$ cat src/logic/rdc_pkg.sv
/*
 * Constants and carrier types for the receive and drive configuration bank.
 * Assumes a 200 MHz core clock and a host frame decoder that delivers
 * single-byte register reads and writes on a plain strobe port.
 */
package rdc_pkg;
    localparam int unsigned RDC_CLK_MHZ = 200;
    localparam logic [5:0] RDC_OFS_SHAPING = 6'h12;
    localparam logic [5:0] RDC_OFS_GAIN    = 6'h13;
    localparam logic [5:0] RDC_OFS_MONITOR = 6'h14;
    localparam logic [5:0] RDC_OFS_SUPPLY  = 6'h16;
    localparam logic [5:0] RDC_OFS_STATUS  = 6'h1c;
    localparam logic [7:0] RDC_RST_SHAPING = 8'h00;
    localparam logic [7:0] RDC_RST_GAIN    = 8'h00;
    localparam logic [7:0] RDC_RST_MONITOR = 8'h00;
    localparam logic [7:0] RDC_RST_SUPPLY  = 8'h20;
    localparam logic [7:0] RDC_MASK_SHAPING = 8'hff;
    localparam logic [7:0] RDC_MASK_GAIN    = 8'hc7;
    localparam logic [7:0] RDC_MASK_MONITOR = 8'h1f;
    localparam logic [7:0] RDC_MASK_SUPPLY  = 8'h7f;
    localparam int unsigned RDC_BIT_OVERRIDE   = 7;
    localparam int unsigned RDC_BIT_FIRST_OFF  = 7;
    localparam int unsigned RDC_BIT_LAST_OFF   = 6;
    localparam int unsigned RDC_BIT_SPAN       = 2;
    localparam int unsigned RDC_BIT_AUTO_STOP  = 6;
    localparam int unsigned RDC_BIT_FLOAT      = 5;
    localparam int unsigned RDC_BIT_CURRENT    = 4;
    localparam int unsigned RDC_BIT_STAT_FAULT = 1;
    localparam logic [2:0] RDC_WIN_OFF = 3'h7;
    localparam logic [1:0] RDC_SCHEME_DUAL = 2'h2;
    localparam logic [1:0] RDC_SCHEME_NONE = 2'h3;
    localparam int unsigned RDC_WIN0_US = 64;
    localparam int unsigned RDC_WIN1_US = 48;
    localparam int unsigned RDC_WIN2_US = 32;
    localparam int unsigned RDC_WIN3_US = 24;
    localparam int unsigned RDC_WIN4_US = 16;
    localparam int unsigned RDC_WIN5_US = 8;
    localparam int unsigned RDC_WIN6_US = 4;
    localparam int unsigned RDC_WIN4_CYC = RDC_WIN4_US * RDC_CLK_MHZ;
    localparam int unsigned RDC_WIN5_CYC = RDC_WIN5_US * RDC_CLK_MHZ;
    localparam int unsigned RDC_WIN6_CYC = RDC_WIN6_US * RDC_CLK_MHZ;
    localparam int unsigned RDC_CNT_W = 14;

    typedef struct packed {
        logic       first_stage_off;
        logic       last_stage_off;
        logic       span_5v;
        logic [1:0] preamp_gain_select;
        logic [2:0] log_slope_trim;
        logic [3:0] log_intercept_trim;
    } rdc_analog_cfg_t;

    typedef struct packed {
        logic       charge_enable;
        logic       supply_float;
        logic       charge_current_select;
        logic [3:0] charge_voltage_select;
    } rdc_supply_cfg_t;
endpackage

$ cat src/logic/rdc_bank.sv
/*
 * Configuration bank for log-amp shaping, receive gain, burst pin monitor
 * and drive supply regulator, with the stuck-pulse monitor on the burst pins.
 * Assumes the frame decoder runs on clock_in; burst pins are asynchronous.
 */
`timescale 1ns/1ps
module rdc_bank
    import rdc_pkg::*;
#(
    parameter int unsigned WIN0_CYC = RDC_WIN0_US * RDC_CLK_MHZ,
    parameter int unsigned WIN1_CYC = RDC_WIN1_US * RDC_CLK_MHZ,
    parameter int unsigned WIN2_CYC = RDC_WIN2_US * RDC_CLK_MHZ,
    parameter int unsigned WIN3_CYC = RDC_WIN3_US * RDC_CLK_MHZ
) (
    // Clock and reset
    input  wire logic            clock_in,
    input  wire logic            rstn_in,
    // Register port
    input  wire logic            reg_wr_in,
    input  wire logic            reg_rd_in,
    input  wire logic [5:0]      reg_addr_in,
    input  wire logic [7:0]      reg_wdata_in,
    output logic      [7:0]      reg_rdata_out,
    // Factory trims and device state
    input  wire logic [2:0]      factory_slope_in,
    input  wire logic [3:0]      factory_intercept_in,
    input  wire logic            burst_active_in,
    input  wire logic            manual_charge_request_in,
    // Burst control pins
    input  wire logic            burst_pin_a_in,
    input  wire logic            burst_pin_b_in,
    // Analog and supply controls, stuck-pulse fault flag
    output rdc_analog_cfg_t      analog_cfg_out,
    output rdc_supply_cfg_t      supply_cfg_out,
    output logic                 stuck_pulse_fault_out
);
    logic [7:0]           shaping;
    logic [7:0]           gain;
    logic [7:0]           monitor;
    logic [7:0]           supply;
    logic                 fault;
    logic                 charge_on;
    logic                 burst_d;
    logic                 manual_d;
    logic [1:0]           pin_s1;
    logic [1:0]           pin_s2;
    logic [1:0]           pin_d;
    logic [RDC_CNT_W-1:0] cnt [2];
    logic [1:0]           stuck;
    logic [RDC_CNT_W-1:0] win;
    logic                 check_en;
    logic                 both_high;
    logic                 status_rd;
    logic [7:0]           next_rdata;

    function automatic logic [RDC_CNT_W-1:0] win_cycles(
        input logic [2:0] code
    );
        case (code)
            3'h0:    win_cycles = RDC_CNT_W'(WIN0_CYC);
            3'h1:    win_cycles = RDC_CNT_W'(WIN1_CYC);
            3'h2:    win_cycles = RDC_CNT_W'(WIN2_CYC);
            3'h3:    win_cycles = RDC_CNT_W'(WIN3_CYC);
            3'h4:    win_cycles = RDC_CNT_W'(RDC_WIN4_CYC);
            3'h5:    win_cycles = RDC_CNT_W'(RDC_WIN5_CYC);
            3'h6:    win_cycles = RDC_CNT_W'(RDC_WIN6_CYC);
            default: win_cycles = '1;
        endcase
    endfunction

    function automatic logic hit(input logic [5:0] ofs);
        hit = reg_wr_in && (reg_addr_in == ofs);
    endfunction

    // Register writes, masked to the writable bits
    always_ff @(posedge clock_in) begin
        if (!rstn_in) begin
            shaping <= RDC_RST_SHAPING;
            gain    <= RDC_RST_GAIN;
            monitor <= RDC_RST_MONITOR;
            supply  <= RDC_RST_SUPPLY;
        end else begin
            if (hit(RDC_OFS_SHAPING)) begin
                shaping <= reg_wdata_in & RDC_MASK_SHAPING;
            end
            if (hit(RDC_OFS_GAIN)) begin
                gain <= reg_wdata_in & RDC_MASK_GAIN;
            end
            if (hit(RDC_OFS_MONITOR)) begin
                monitor <= reg_wdata_in & RDC_MASK_MONITOR;
            end
            if (hit(RDC_OFS_SUPPLY)) begin
                supply <= reg_wdata_in & RDC_MASK_SUPPLY;
            end
        end
    end

    // Read data mux
    always_comb begin
        next_rdata = 8'h00;
        case (reg_addr_in)
            RDC_OFS_SHAPING: next_rdata = shaping;
            RDC_OFS_GAIN:    next_rdata = gain;
            RDC_OFS_MONITOR: next_rdata = monitor;
            RDC_OFS_SUPPLY:  next_rdata = supply;
            RDC_OFS_STATUS:  next_rdata[RDC_BIT_STAT_FAULT] = fault;
            default:         next_rdata = 8'h00;
        endcase
    end

    always_ff @(posedge clock_in) begin
        if (!rstn_in) begin
            reg_rdata_out <= 8'h00;
        end else if (reg_rd_in) begin
            reg_rdata_out <= next_rdata;
        end
    end

    // Analog controls
    always_ff @(posedge clock_in) begin
        if (!rstn_in) begin
            analog_cfg_out <= '0;
        end else begin
            analog_cfg_out.first_stage_off <= gain[RDC_BIT_FIRST_OFF];
            analog_cfg_out.last_stage_off  <= gain[RDC_BIT_LAST_OFF];
            analog_cfg_out.span_5v         <= gain[RDC_BIT_SPAN];
            analog_cfg_out.preamp_gain_select <= gain[1:0];
            if (shaping[RDC_BIT_OVERRIDE]) begin
                analog_cfg_out.log_slope_trim     <= shaping[6:4];
                analog_cfg_out.log_intercept_trim <= shaping[3:0];
            end else begin
                analog_cfg_out.log_slope_trim     <= factory_slope_in;
                analog_cfg_out.log_intercept_trim <= factory_intercept_in;
            end
        end
    end

    // Burst pin synchronisers
    always_ff @(posedge clock_in) begin
        if (!rstn_in) begin
            pin_s1 <= 2'h0;
            pin_s2 <= 2'h0;
            pin_d  <= 2'h0;
        end else begin
            pin_s1 <= {burst_pin_b_in, burst_pin_a_in};
            pin_s2 <= pin_s1;
            pin_d  <= pin_s2;
        end
    end

    assign win       = win_cycles(monitor[4:2]);
    assign check_en  = (monitor[4:2] != RDC_WIN_OFF)
                    && (monitor[1:0] != RDC_SCHEME_NONE)
                    && burst_active_in;
    assign both_high = (monitor[1:0] == RDC_SCHEME_DUAL) && (&pin_s2);

    // Stuck-pulse timers, one per pin
    for (genvar i = 0; i < 2; i++) begin : g_pin
        logic watch;
        assign watch = (i == 1) || (monitor[1:0] == RDC_SCHEME_DUAL);
        always_ff @(posedge clock_in) begin
            if (!rstn_in) begin
                cnt[i] <= '0;
            end else if (!check_en || !watch || both_high
                         || (pin_s2[i] != pin_d[i])) begin
                cnt[i] <= '0;
            end else if (cnt[i] != '1) begin
                cnt[i] <= cnt[i] + RDC_CNT_W'(1);
            end
        end
        assign stuck[i] = watch && check_en && (cnt[i] > win);
    end

    // Fault flag: set wins over clear-on-read of status
    assign status_rd = reg_rd_in && (reg_addr_in == RDC_OFS_STATUS);
    always_ff @(posedge clock_in) begin
        if (!rstn_in) begin
            fault <= 1'b0;
        end else if (|stuck) begin
            fault <= 1'b1;
        end else if (status_rd) begin
            fault <= 1'b0;
        end
    end
    assign stuck_pulse_fault_out = fault;

    // Drive supply charging control
    always_ff @(posedge clock_in) begin
        if (!rstn_in) begin
            burst_d  <= 1'b0;
            manual_d <= 1'b0;
        end else begin
            burst_d  <= burst_active_in;
            manual_d <= manual_charge_request_in;
        end
    end

    always_ff @(posedge clock_in) begin
        if (!rstn_in) begin
            charge_on <= 1'b0;
        end else if (supply[RDC_BIT_FLOAT]) begin
            charge_on <= 1'b0;
        end else if (!supply[RDC_BIT_AUTO_STOP]) begin
            charge_on <= 1'b1;
        end else if (manual_charge_request_in) begin
            charge_on <= 1'b1;
        end else if (manual_d || (burst_d && !burst_active_in)) begin
            charge_on <= 1'b0;
        end else if (burst_active_in) begin
            charge_on <= 1'b1;
        end
    end

    always_ff @(posedge clock_in) begin
        if (!rstn_in) begin
            supply_cfg_out <= '0;
        end else begin
            supply_cfg_out.charge_enable <= charge_on;
            supply_cfg_out.supply_float  <= supply[RDC_BIT_FLOAT];
            supply_cfg_out.charge_current_select <=
                supply[RDC_BIT_CURRENT];
            supply_cfg_out.charge_voltage_select <= supply[3:0];
        end
    end

    property p_reset_values;
        @(posedge clock_in) $rose(rstn_in) |->
            supply == RDC_RST_SUPPLY && shaping == 8'h00 && gain == 8'h00;
    endproperty
    a_reset_values: assert property (p_reset_values)
        else $error("reset values wrong");

    property p_override;
        @(posedge clock_in) disable iff (!rstn_in)
        shaping[RDC_BIT_OVERRIDE] && $stable(shaping) |=>
            analog_cfg_out.log_slope_trim == $past(shaping[6:4]);
    endproperty
    a_override: assert property (p_override)
        else $error("slope trim not applied");

    property p_reserved;
        @(posedge clock_in) disable iff (!rstn_in)
        gain[5:3] == 3'h0 && monitor[7:5] == 3'h0 && !supply[7];
    endproperty
    a_reserved: assert property (p_reserved)
        else $error("reserved bit set");

    property p_write_span;
        @(posedge clock_in) disable iff (!rstn_in)
        reg_wr_in && reg_addr_in == RDC_OFS_GAIN |=> ##1
            analog_cfg_out.span_5v == $past(reg_wdata_in[RDC_BIT_SPAN], 2);
    endproperty
    a_write_span: assert property (p_write_span)
        else $error("span select not passed out");

    property p_fault_set;
        @(posedge clock_in) disable iff (!rstn_in)
        |stuck |=> stuck_pulse_fault_out;
    endproperty
    a_fault_set: assert property (p_fault_set)
        else $error("fault not raised");

    property p_disabled;
        @(posedge clock_in) disable iff (!rstn_in)
        monitor[4:2] == RDC_WIN_OFF |=> !$rose(stuck_pulse_fault_out);
    endproperty
    a_disabled: assert property (p_disabled)
        else $error("check ran while disabled");

    property p_both_high;
        @(posedge clock_in) disable iff (!rstn_in)
        both_high |=> cnt[0] == '0 && cnt[1] == '0;
    endproperty
    a_both_high: assert property (p_both_high)
        else $error("timer ran with both pins high");

    property p_float;
        @(posedge clock_in) disable iff (!rstn_in)
        supply[RDC_BIT_FLOAT] |=> ##1 !supply_cfg_out.charge_enable;
    endproperty
    a_float: assert property (p_float)
        else $error("charging while floating");

    property p_auto_stop;
        @(posedge clock_in) disable iff (!rstn_in)
        supply[RDC_BIT_AUTO_STOP] && !supply[RDC_BIT_FLOAT]
            && !manual_charge_request_in && burst_d && !burst_active_in
            |=> !charge_on;
    endproperty
    a_auto_stop: assert property (p_auto_stop)
        else $error("charging not stopped after burst");

    property p_manual;
        @(posedge clock_in) disable iff (!rstn_in)
        !supply[RDC_BIT_FLOAT] && manual_charge_request_in |=> charge_on;
    endproperty
    a_manual: assert property (p_manual)
        else $error("manual request ignored");
endmodule

$ cat config.mk
export PLATFORM = sky130hd
export DESIGN_NAME = rdc_bank
export DESIGN_NICKNAME = d
export VERILOG_FILES = /design/src/logic/rdc_pkg.sv /design/src/logic/rdc_bank.sv
export SDC_FILE = /design/constraint.sdc
export NUM_CORES = 1
export LEC_CHECK = 0
export BUFFER_PORTS_ARGS = -buffer_cell sky130_fd_sc_hd__buf_2
export CELL_PAD_IN_SITES_DETAIL_PLACEMENT = 1
export CELL_PAD_IN_SITES_GLOBAL_PLACEMENT = 1
export CORE_AREA = 2 2 119 121
export DETAILED_ROUTE_END_ITERATION = 6
export DIE_AREA = 0 0 121 123
export PLACE_DENSITY = 0.72
export SLEW_MARGIN = 10
export SYNTH_ARGS = -nofsm -noshare
export SYNTH_HDL_FRONTEND = slang
export SYNTH_SLANG_ARGS = --single-unit
$ cat constraint.sdc
create_clock -name clock_in -period 4.59 [get_ports clock_in]
set_input_delay 0.459 -clock clock_in [delete_from_list [all_inputs] [get_ports clock_in]]
set_output_delay 0.459 -clock clock_in [all_outputs]
set_load 0.03 [all_outputs]
==> run summary, run 1 <==
Status = finished, final reports clean
Busiest grt layer = met2
Worst Setup SP = monitor[3]$_SDFFE_PN0P_
Die area = 14880 um2
Count of different cell masters after synthesis = 49
Levels on crit path = 10
Seq/Total Area, Yosys = 44.94%
Effective utilization at floorplan = 34.04%
Period utilization = 60.21%
WP buf/inv = 1
Setup CP Type = reg2reg
I/O pins = 57
Yosys top cell by area = dfxtp_1
Nets = 580
Worst path cell trace = nand3_1, inv_1, nor2_1, ha_1, nand4_1, nor2_1, mux2i_1, nor3_1, o21ai_0, a32o_1
CTS-repair resized insts = 0
Final WL = 11250 um
Via count = 3535
CTS Buf Count = 9
Routed WL per cell = 15.90 um
Share of cells above drive strength 1 = 15.15%
CP peak stage delay = 540 ps
Minimum clock period = 2763 ps
PnR Total Power = 0.001648 W
Reg-to-reg startpoint = monitor[3]$_SDFFE_PN0P_
First-pass GRT wire length = 18730 um
Setup tns final = 0 ps
CTS tree = built
Critical Path Most Common Cell = nor2_1
Flop2flop setup slack = 1830 ps
Post-synthesis cell area = 4633 um2
Initial antenna violation count = 0
Most common cell after layout, fill and taps aside = dfxtp_1
Most frequent cells in the layout = dfxtp_1, buf_2, nor2_1, mux2i_1
Rel. slew slack = 48.43%
Post-synth EDFFs = 28
Achievable Freq = 361.9 MHz
Met3 track demand over resource = 3.229%
Worst vdd ir = 0.1153 mV
Die Span Y = 123 um
Number of global-route vias before repair = 3743
Placement Setup Slack = 1861 ps
Crit path max-delay cell type = dfxtp_1
Final hold vios = 0
Synth Area per Inst = 9.816 um2
Worst-Margin Slew = 770.6 ps
Power Dens Cells = 307.0 nW/um2
Cell count after synthesis = 472
Cell Area, Placed = 5067 um2
CP Max Fanout = 11
Setup ws final = 1827 ps
Setup crit end = stuck_pulse_fault_out$_SDFFE_PN0P_
CTS sink count = 90
Core ar. = 13610 um2
Max-slew violations = 0
Die W = 121 um
Clk_lat worst skew = 350 ps
Synth Flop Type = dfxtp_1
CP Data Required Time = 4840 ps
Share of flip-flops with an asynchronous set or reset = 0%
DR vias/cell = 4.993
Max H-tree Level = 3
Grt ovf = 0
Syn nets = 529
RSZ-0062 raised after global routing = no
Leak = 2.183 nW
Finish-stage setup viols = 0
Seq cells post-synth = 90
# fillers = 1572
GPL Wtd Cong = 0.7783
FF-to-FF path depth = 10
Largest net degree at the start of global routing = 63
DRT antenna net count = 0
GRT met1 Usage = 18.76%
Post-placement cell count = 692
Clock transition at path regs = 70 ps
Top delay family on crit path = simple AND/OR/NAND/NOR gates
Remaining DRCs = 0
Ys Warns = 0
Synth top area cells = dfxtp_1, edfxtp_1, ha_1
Area delta synth->final = 15.88%
GRT met2 Usage = 28.65%
Type of origin of the critical path = register
FP Rows = 43
Skew final = 8.077 ps
Final Cell Area = 5369 um2
MaxCap Viol Count = 0
Placed wire-length estimate = 8507 um
Synth top area share = 26.79%
Setup bufs post-CTS = 0
I/O Buffers = 56
Hold/Removal Path Class = in2reg
Initial detailed-routing violation count = 112
Clk buf depth = 2
CP arrival = 3010 ps
DR pass1 iterations = 4
Nature of the critical path endpoint = register
Final std cells w/o fill = 708
R2R Path End = stuck_pulse_fault_out$_SDFFE_PN0P_
Cts hold-fix bufs = 0
Overall Global Routing Usage = 16.13%
Clk root buf = clkbuf_16
N_diodes = 0
metal layers:
metal	wire, um	vias up
li1	-	1753
met1	4990	1698
met2	5574	65
met3	416	19
met4	272	0
met5	0	-
cell usage after synthesis, types with 2 or more instances:
master	number
o211a_1	2
edfxtp_1	28
buf_2	6
nor3b_1	3
nand2b_1	3
mux2_2	4
o2111ai_1	2
nor3_1	4
xnor2_1	16
nor2b_1	29
o21ai_0	7
o21bai_1	3
ha_1	28
a21o_1	4
or2_1	2
o211ai_1	3
nand4b_1	3
a22oi_1	2
nand2_1	28
a21oi_1	13
dfxtp_1	62
and3_1	6
nor2_1	49
clkbuf_1	10
nand4_1	12
a211oi_1	3
inv_1	18
nand3_1	20
o22ai_1	6
and4_1	3
a21boi_0	8
and2_1	29
mux2i_1	32
xor2_1	9
metrics by stage:
stage | utilization [%] | hold slack (ps)
after floorplan | - | 411.9
after CTS | 39.44 | 308.5
after detailed placement | 37.23 | 436.7
final | 39.44 | 319.8
after global routing | 39.44 | 332.9
after global placement | 37.23 | 426.5
registers in the layout (all words and copies together) (netlist names):
name,cells
burst_d,1
shaping,8
stuck_pulse_fault_out,1
pin_s2,2
supply,7
pin_s1,2
supply_cfg_out,7
cnt,28
charge_on,1
gain,5
analog_cfg_out,12
pin_d,2
manual_d,1
reg_rdata_out,8
monitor,5
how the worst min path moves through the flow:
| stage | depth (start not counted) | slack [ps] | start | endpoint |
|---|---|---|---|---|
| CTS | 2 | 310 | burst_pin_a_in | pin_s1[0]$_SDFF_PN0_ |
| global placement | 1 | 430 | pin_s1[1]$_SDFF_PN0_ | pin_s2[1]$_SDFF_PN0_ |
| global route | 2 | 330 | burst_pin_a_in | pin_s1[0]$_SDFF_PN0_ |
| finish | 2 | 320 | burst_pin_a_in | pin_s1[0]$_SDFF_PN0_ |
| detailed placement | 1 | 440 | pin_s1[1]$_SDFF_PN0_ | pin_s2[1]$_SDFF_PN0_ |
| floorplan | 1 | 410 | pin_s1[0]$_SDFF_PN0_ | pin_s2[0]$_SDFF_PN0_ |
cell type report:
class,count,area [um2],area share [%]
Clock buffer,14,286.5,5.337
Clock inverter,2,15.01,0.2797
Inverter,18,67.56,1.258
Multi-Input combinational cell,347,2405,44.79
Sequential cell,90,2082,38.78
Tap cell,180,225.2,4.195
Timing Repair Buffer,57,287.8,5.360
power breakdown:
part	switching, W	internal (W)	total, W
sequential	0.00000533	0.000824	0.000830
clock	0.000311	0.000435	0.000746
combinational	0.0000440	0.0000286	0.0000727
cell families (layout without fill, tap and decap cells):
logic type | count (synthesis) | after routing | synth area share [%]
buf+inv | 35 | 91 | 3.160
simple gates | 196 | 196 | 22.33
compound gates | 59 | 59 | 8.588
flops | 90 | 90 | 44.94
xor+xnor | 26 | 26 | 5.077
mux | 36 | 36 | 7.885
fa+ha+maj | 30 | 30 | 8.021
Power figures use the tool's default switching activity.
==> run 2: changes to the inputs <==
--- a/config.mk
+++ b/config.mk
@@ -11,7 +11,7 @@
 export CORE_AREA = 2 2 119 121
 export DETAILED_ROUTE_END_ITERATION = 6
 export DIE_AREA = 0 0 121 123
-export PLACE_DENSITY = 0.72
+export PLACE_DENSITY = 0.74
 export SLEW_MARGIN = 10
 export SYNTH_ARGS = -nofsm -noshare
 export SYNTH_HDL_FRONTEND = slang
==> constraint.sdc (replaced) <==
create_clock -name clock_in -period 2.5 [get_ports clock_in]
set_input_delay 0.25 -clock clock_in [delete_from_list [all_inputs] [get_ports clock_in]]
set_output_delay 0.25 -clock clock_in [all_outputs]
set_load 0.03 [all_outputs]
==> run summary, run 2 (same netlist as run 1, synthesis figures left out) <==
Clk_lat worst skew = 360 ps
Power Dens Cells = 562.4 nW/um2
MaxCap Viol Count = 0
Period utilization = 95.45%
Die W = 121 um
Die Span Y = 123 um
Max-slew violations = 0
Remaining DRCs = 0
Overall Global Routing Usage = 16.17%
Clk root buf = clkbuf_16
I/O pins = 57
Share of cells above drive strength 1 = 17.04%
Worst path cell trace = inv_1, nand2_1, a21oi_1, nor2_1, ha_1, nand4_1, nor2_1, mux2i_1, nor3_1, o21ai_0, a32o_1
Most frequent cells in the layout = dfxtp_1, buf_2, nor2_1, mux2i_1
Worst Hold Endpoint = pin_s1[0]$_SDFF_PN0_
R2R Path End = stuck_pulse_fault_out$_SDFFE_PN0P_
Clock transition at path regs = 70 ps
I/O Buffers = 56
PnR Total Power = 0.003054 W
Placed wire-length estimate = 8773 um
Rel. slew slack = 57.89%
# fillers = 1561
FF-to-FF path depth = 11
GPL Wtd Cong = 0.8187
Area delta synth->final = 17.20%
Tightest hold margin = 102.6 ps
CP Data Required Time = 2750 ps
FP Rows = 43
Top delay family on crit path = simple AND/OR/NAND/NOR gates
Max FFs per register = 28
Worst vdd ir = 0.2554 mV
Skew final = 6.376 ps
Die area = 14880 um2
RSZ-0062 raised after global routing = no
CP peak stage delay = 370 ps
Effective utilization at floorplan = 34.04%
Hold/Removal Path Class = in2reg
Critical Path Most Common Cell = nor2_1
DR vias/cell = 5.022
Flop2flop setup slack = 110 ps
Clk buf depth = 2
Largest net degree at the start of global routing = 62
Nets = 586
Max H-tree Level = 3
Status = finished, final reports clean
Finish-stage setup viols = 0
Hold path cells = 2
Core ar. = 13610 um2
Most flops, register = cnt
DR pass1 iterations = 4
Placement Setup Slack = 166.0 ps
Crit path max-delay cell type = dfxtp_2
Number of global-route vias before repair = 3774
Leak = 2.224 nW
Final Cell Area = 5430 um2
Type of origin of the critical path = register
WP buf/inv = 1
Achievable Freq = 419.1 MHz
Setup tns final = 0 ps
Setup bufs post-CTS = 0
Initial antenna violation count = 1
First-pass GRT wire length = 18660 um
DRT antenna net count = 0
Initial detailed-routing violation count = 88
CP Max Fanout = 8
Routed WL per cell = 15.83 um
Cell Area, Placed = 5125 um2
CTS sink count = 90
Setup CP Type = reg2reg
Grt ovf = 0
Reg-to-reg startpoint = monitor[4]$_SDFFE_PN0P_
CTS Buf Count = 9
N_diodes = 0
Worst Min Path Start = burst_pin_a_in
Setup ws final = 113.8 ps
Most common cell after layout, fill and taps aside = dfxtp_1
CTS tree = built
Top Registers = cnt (28), analog_cfg_out (12)
Final WL = 11300 um
Final hold vios = 0
Worst-Margin Slew = 628.9 ps
Nature of the critical path endpoint = register
CP arrival = 2640 ps
Minimum clock period = 2386 ps
Via count = 3586
[run 2: cell count changes in the layout (fill, tap and decap cells not counted), sizes merged]
cell    change
clkbuf      -4
inv         +1
clkinv      +2
bufinv      +1
buf         +6
[run 2: what timing repair did]
| item | CTS | global route |
|---|---|---|
| hold buffers | 0 | 0 |
| setup endpoints to repair | 0 | 1 |
| gates resized for setup | 0 | 2 |
| endpoints found under the hold margin | 0 | 0 |
[run 2: how the worst max path moves through the flow]
stage	end	startpoint	depth (start not counted)
after detailed placement	stuck_pulse_fault_out$_SDFFE_PN0P_	monitor[4]$_SDFFE_PN0P_	11
after floorplan	stuck_pulse_fault_out$_SDFFE_PN0P_	monitor[3]$_SDFFE_PN0P_	11
after global placement	stuck_pulse_fault_out$_SDFFE_PN0P_	monitor[4]$_SDFFE_PN0P_	8
final	stuck_pulse_fault_out$_SDFFE_PN0P_	monitor[4]$_SDFFE_PN0P_	11
after global routing	cnt[1][7]$_SDFFCE_PN0P_	cnt[1][0]$_SDFFCE_PN0P_	7
after CTS	stuck_pulse_fault_out$_SDFFE_PN0P_	monitor[4]$_SDFFE_PN0P_	11
[run 2: cell type report]
cell class              instances  area (um2)  share of cell area (%)
clock buffers                  10       239.0                   4.401
clock inverters                 6       63.81                   1.175
multi-input cells             347        2405                   44.29
inverters                      18       67.56                   1.244
repair buffers                 63       345.3                   6.359
well taps                     180       225.2                   4.147
flip-flops and latches         90        2085                   38.39
[run 2: power breakdown]
group          internal [W]  switching, W
Sequential          0.00151    0.00000953
Clock              0.000804      0.000592
Combinational     0.0000527     0.0000820
Total               0.00237      0.000684
[run 2: through the flow]
stage          utilization (%)  std cells
2_1_floorplan                -        472
3_3_place_gp             37.65        698
3_5_place_dp             37.65        698
4_1_cts                  39.88        714
5_1_grt                  39.89        714
6_report                 39.89        714
[run 2: worst reg2reg max path: cells and delay by family, from the launching register on]
family | cells | cell delay, ps
AND/OR/NAND/NOR | 5 | 720
AO/OA/AOI/OAI | 3 | 650
flip-flops | 1 | 370
adder cells (fa/ha/maj) | 1 | 310
buffers and inverters | 1 | 130
multiplexers | 1 | 110
[run 2: per-layer routing]
metal / global-route usage, % / wire, um / up-vias
met4: 7.703 / 267 / 2
met3: 3.413 / 447 / 17
met1: 18.84 / 5015 / 1722
li1: - / - / 1766
met2: 28.37 / 5558 / 79
met5: 0 / 13 / -
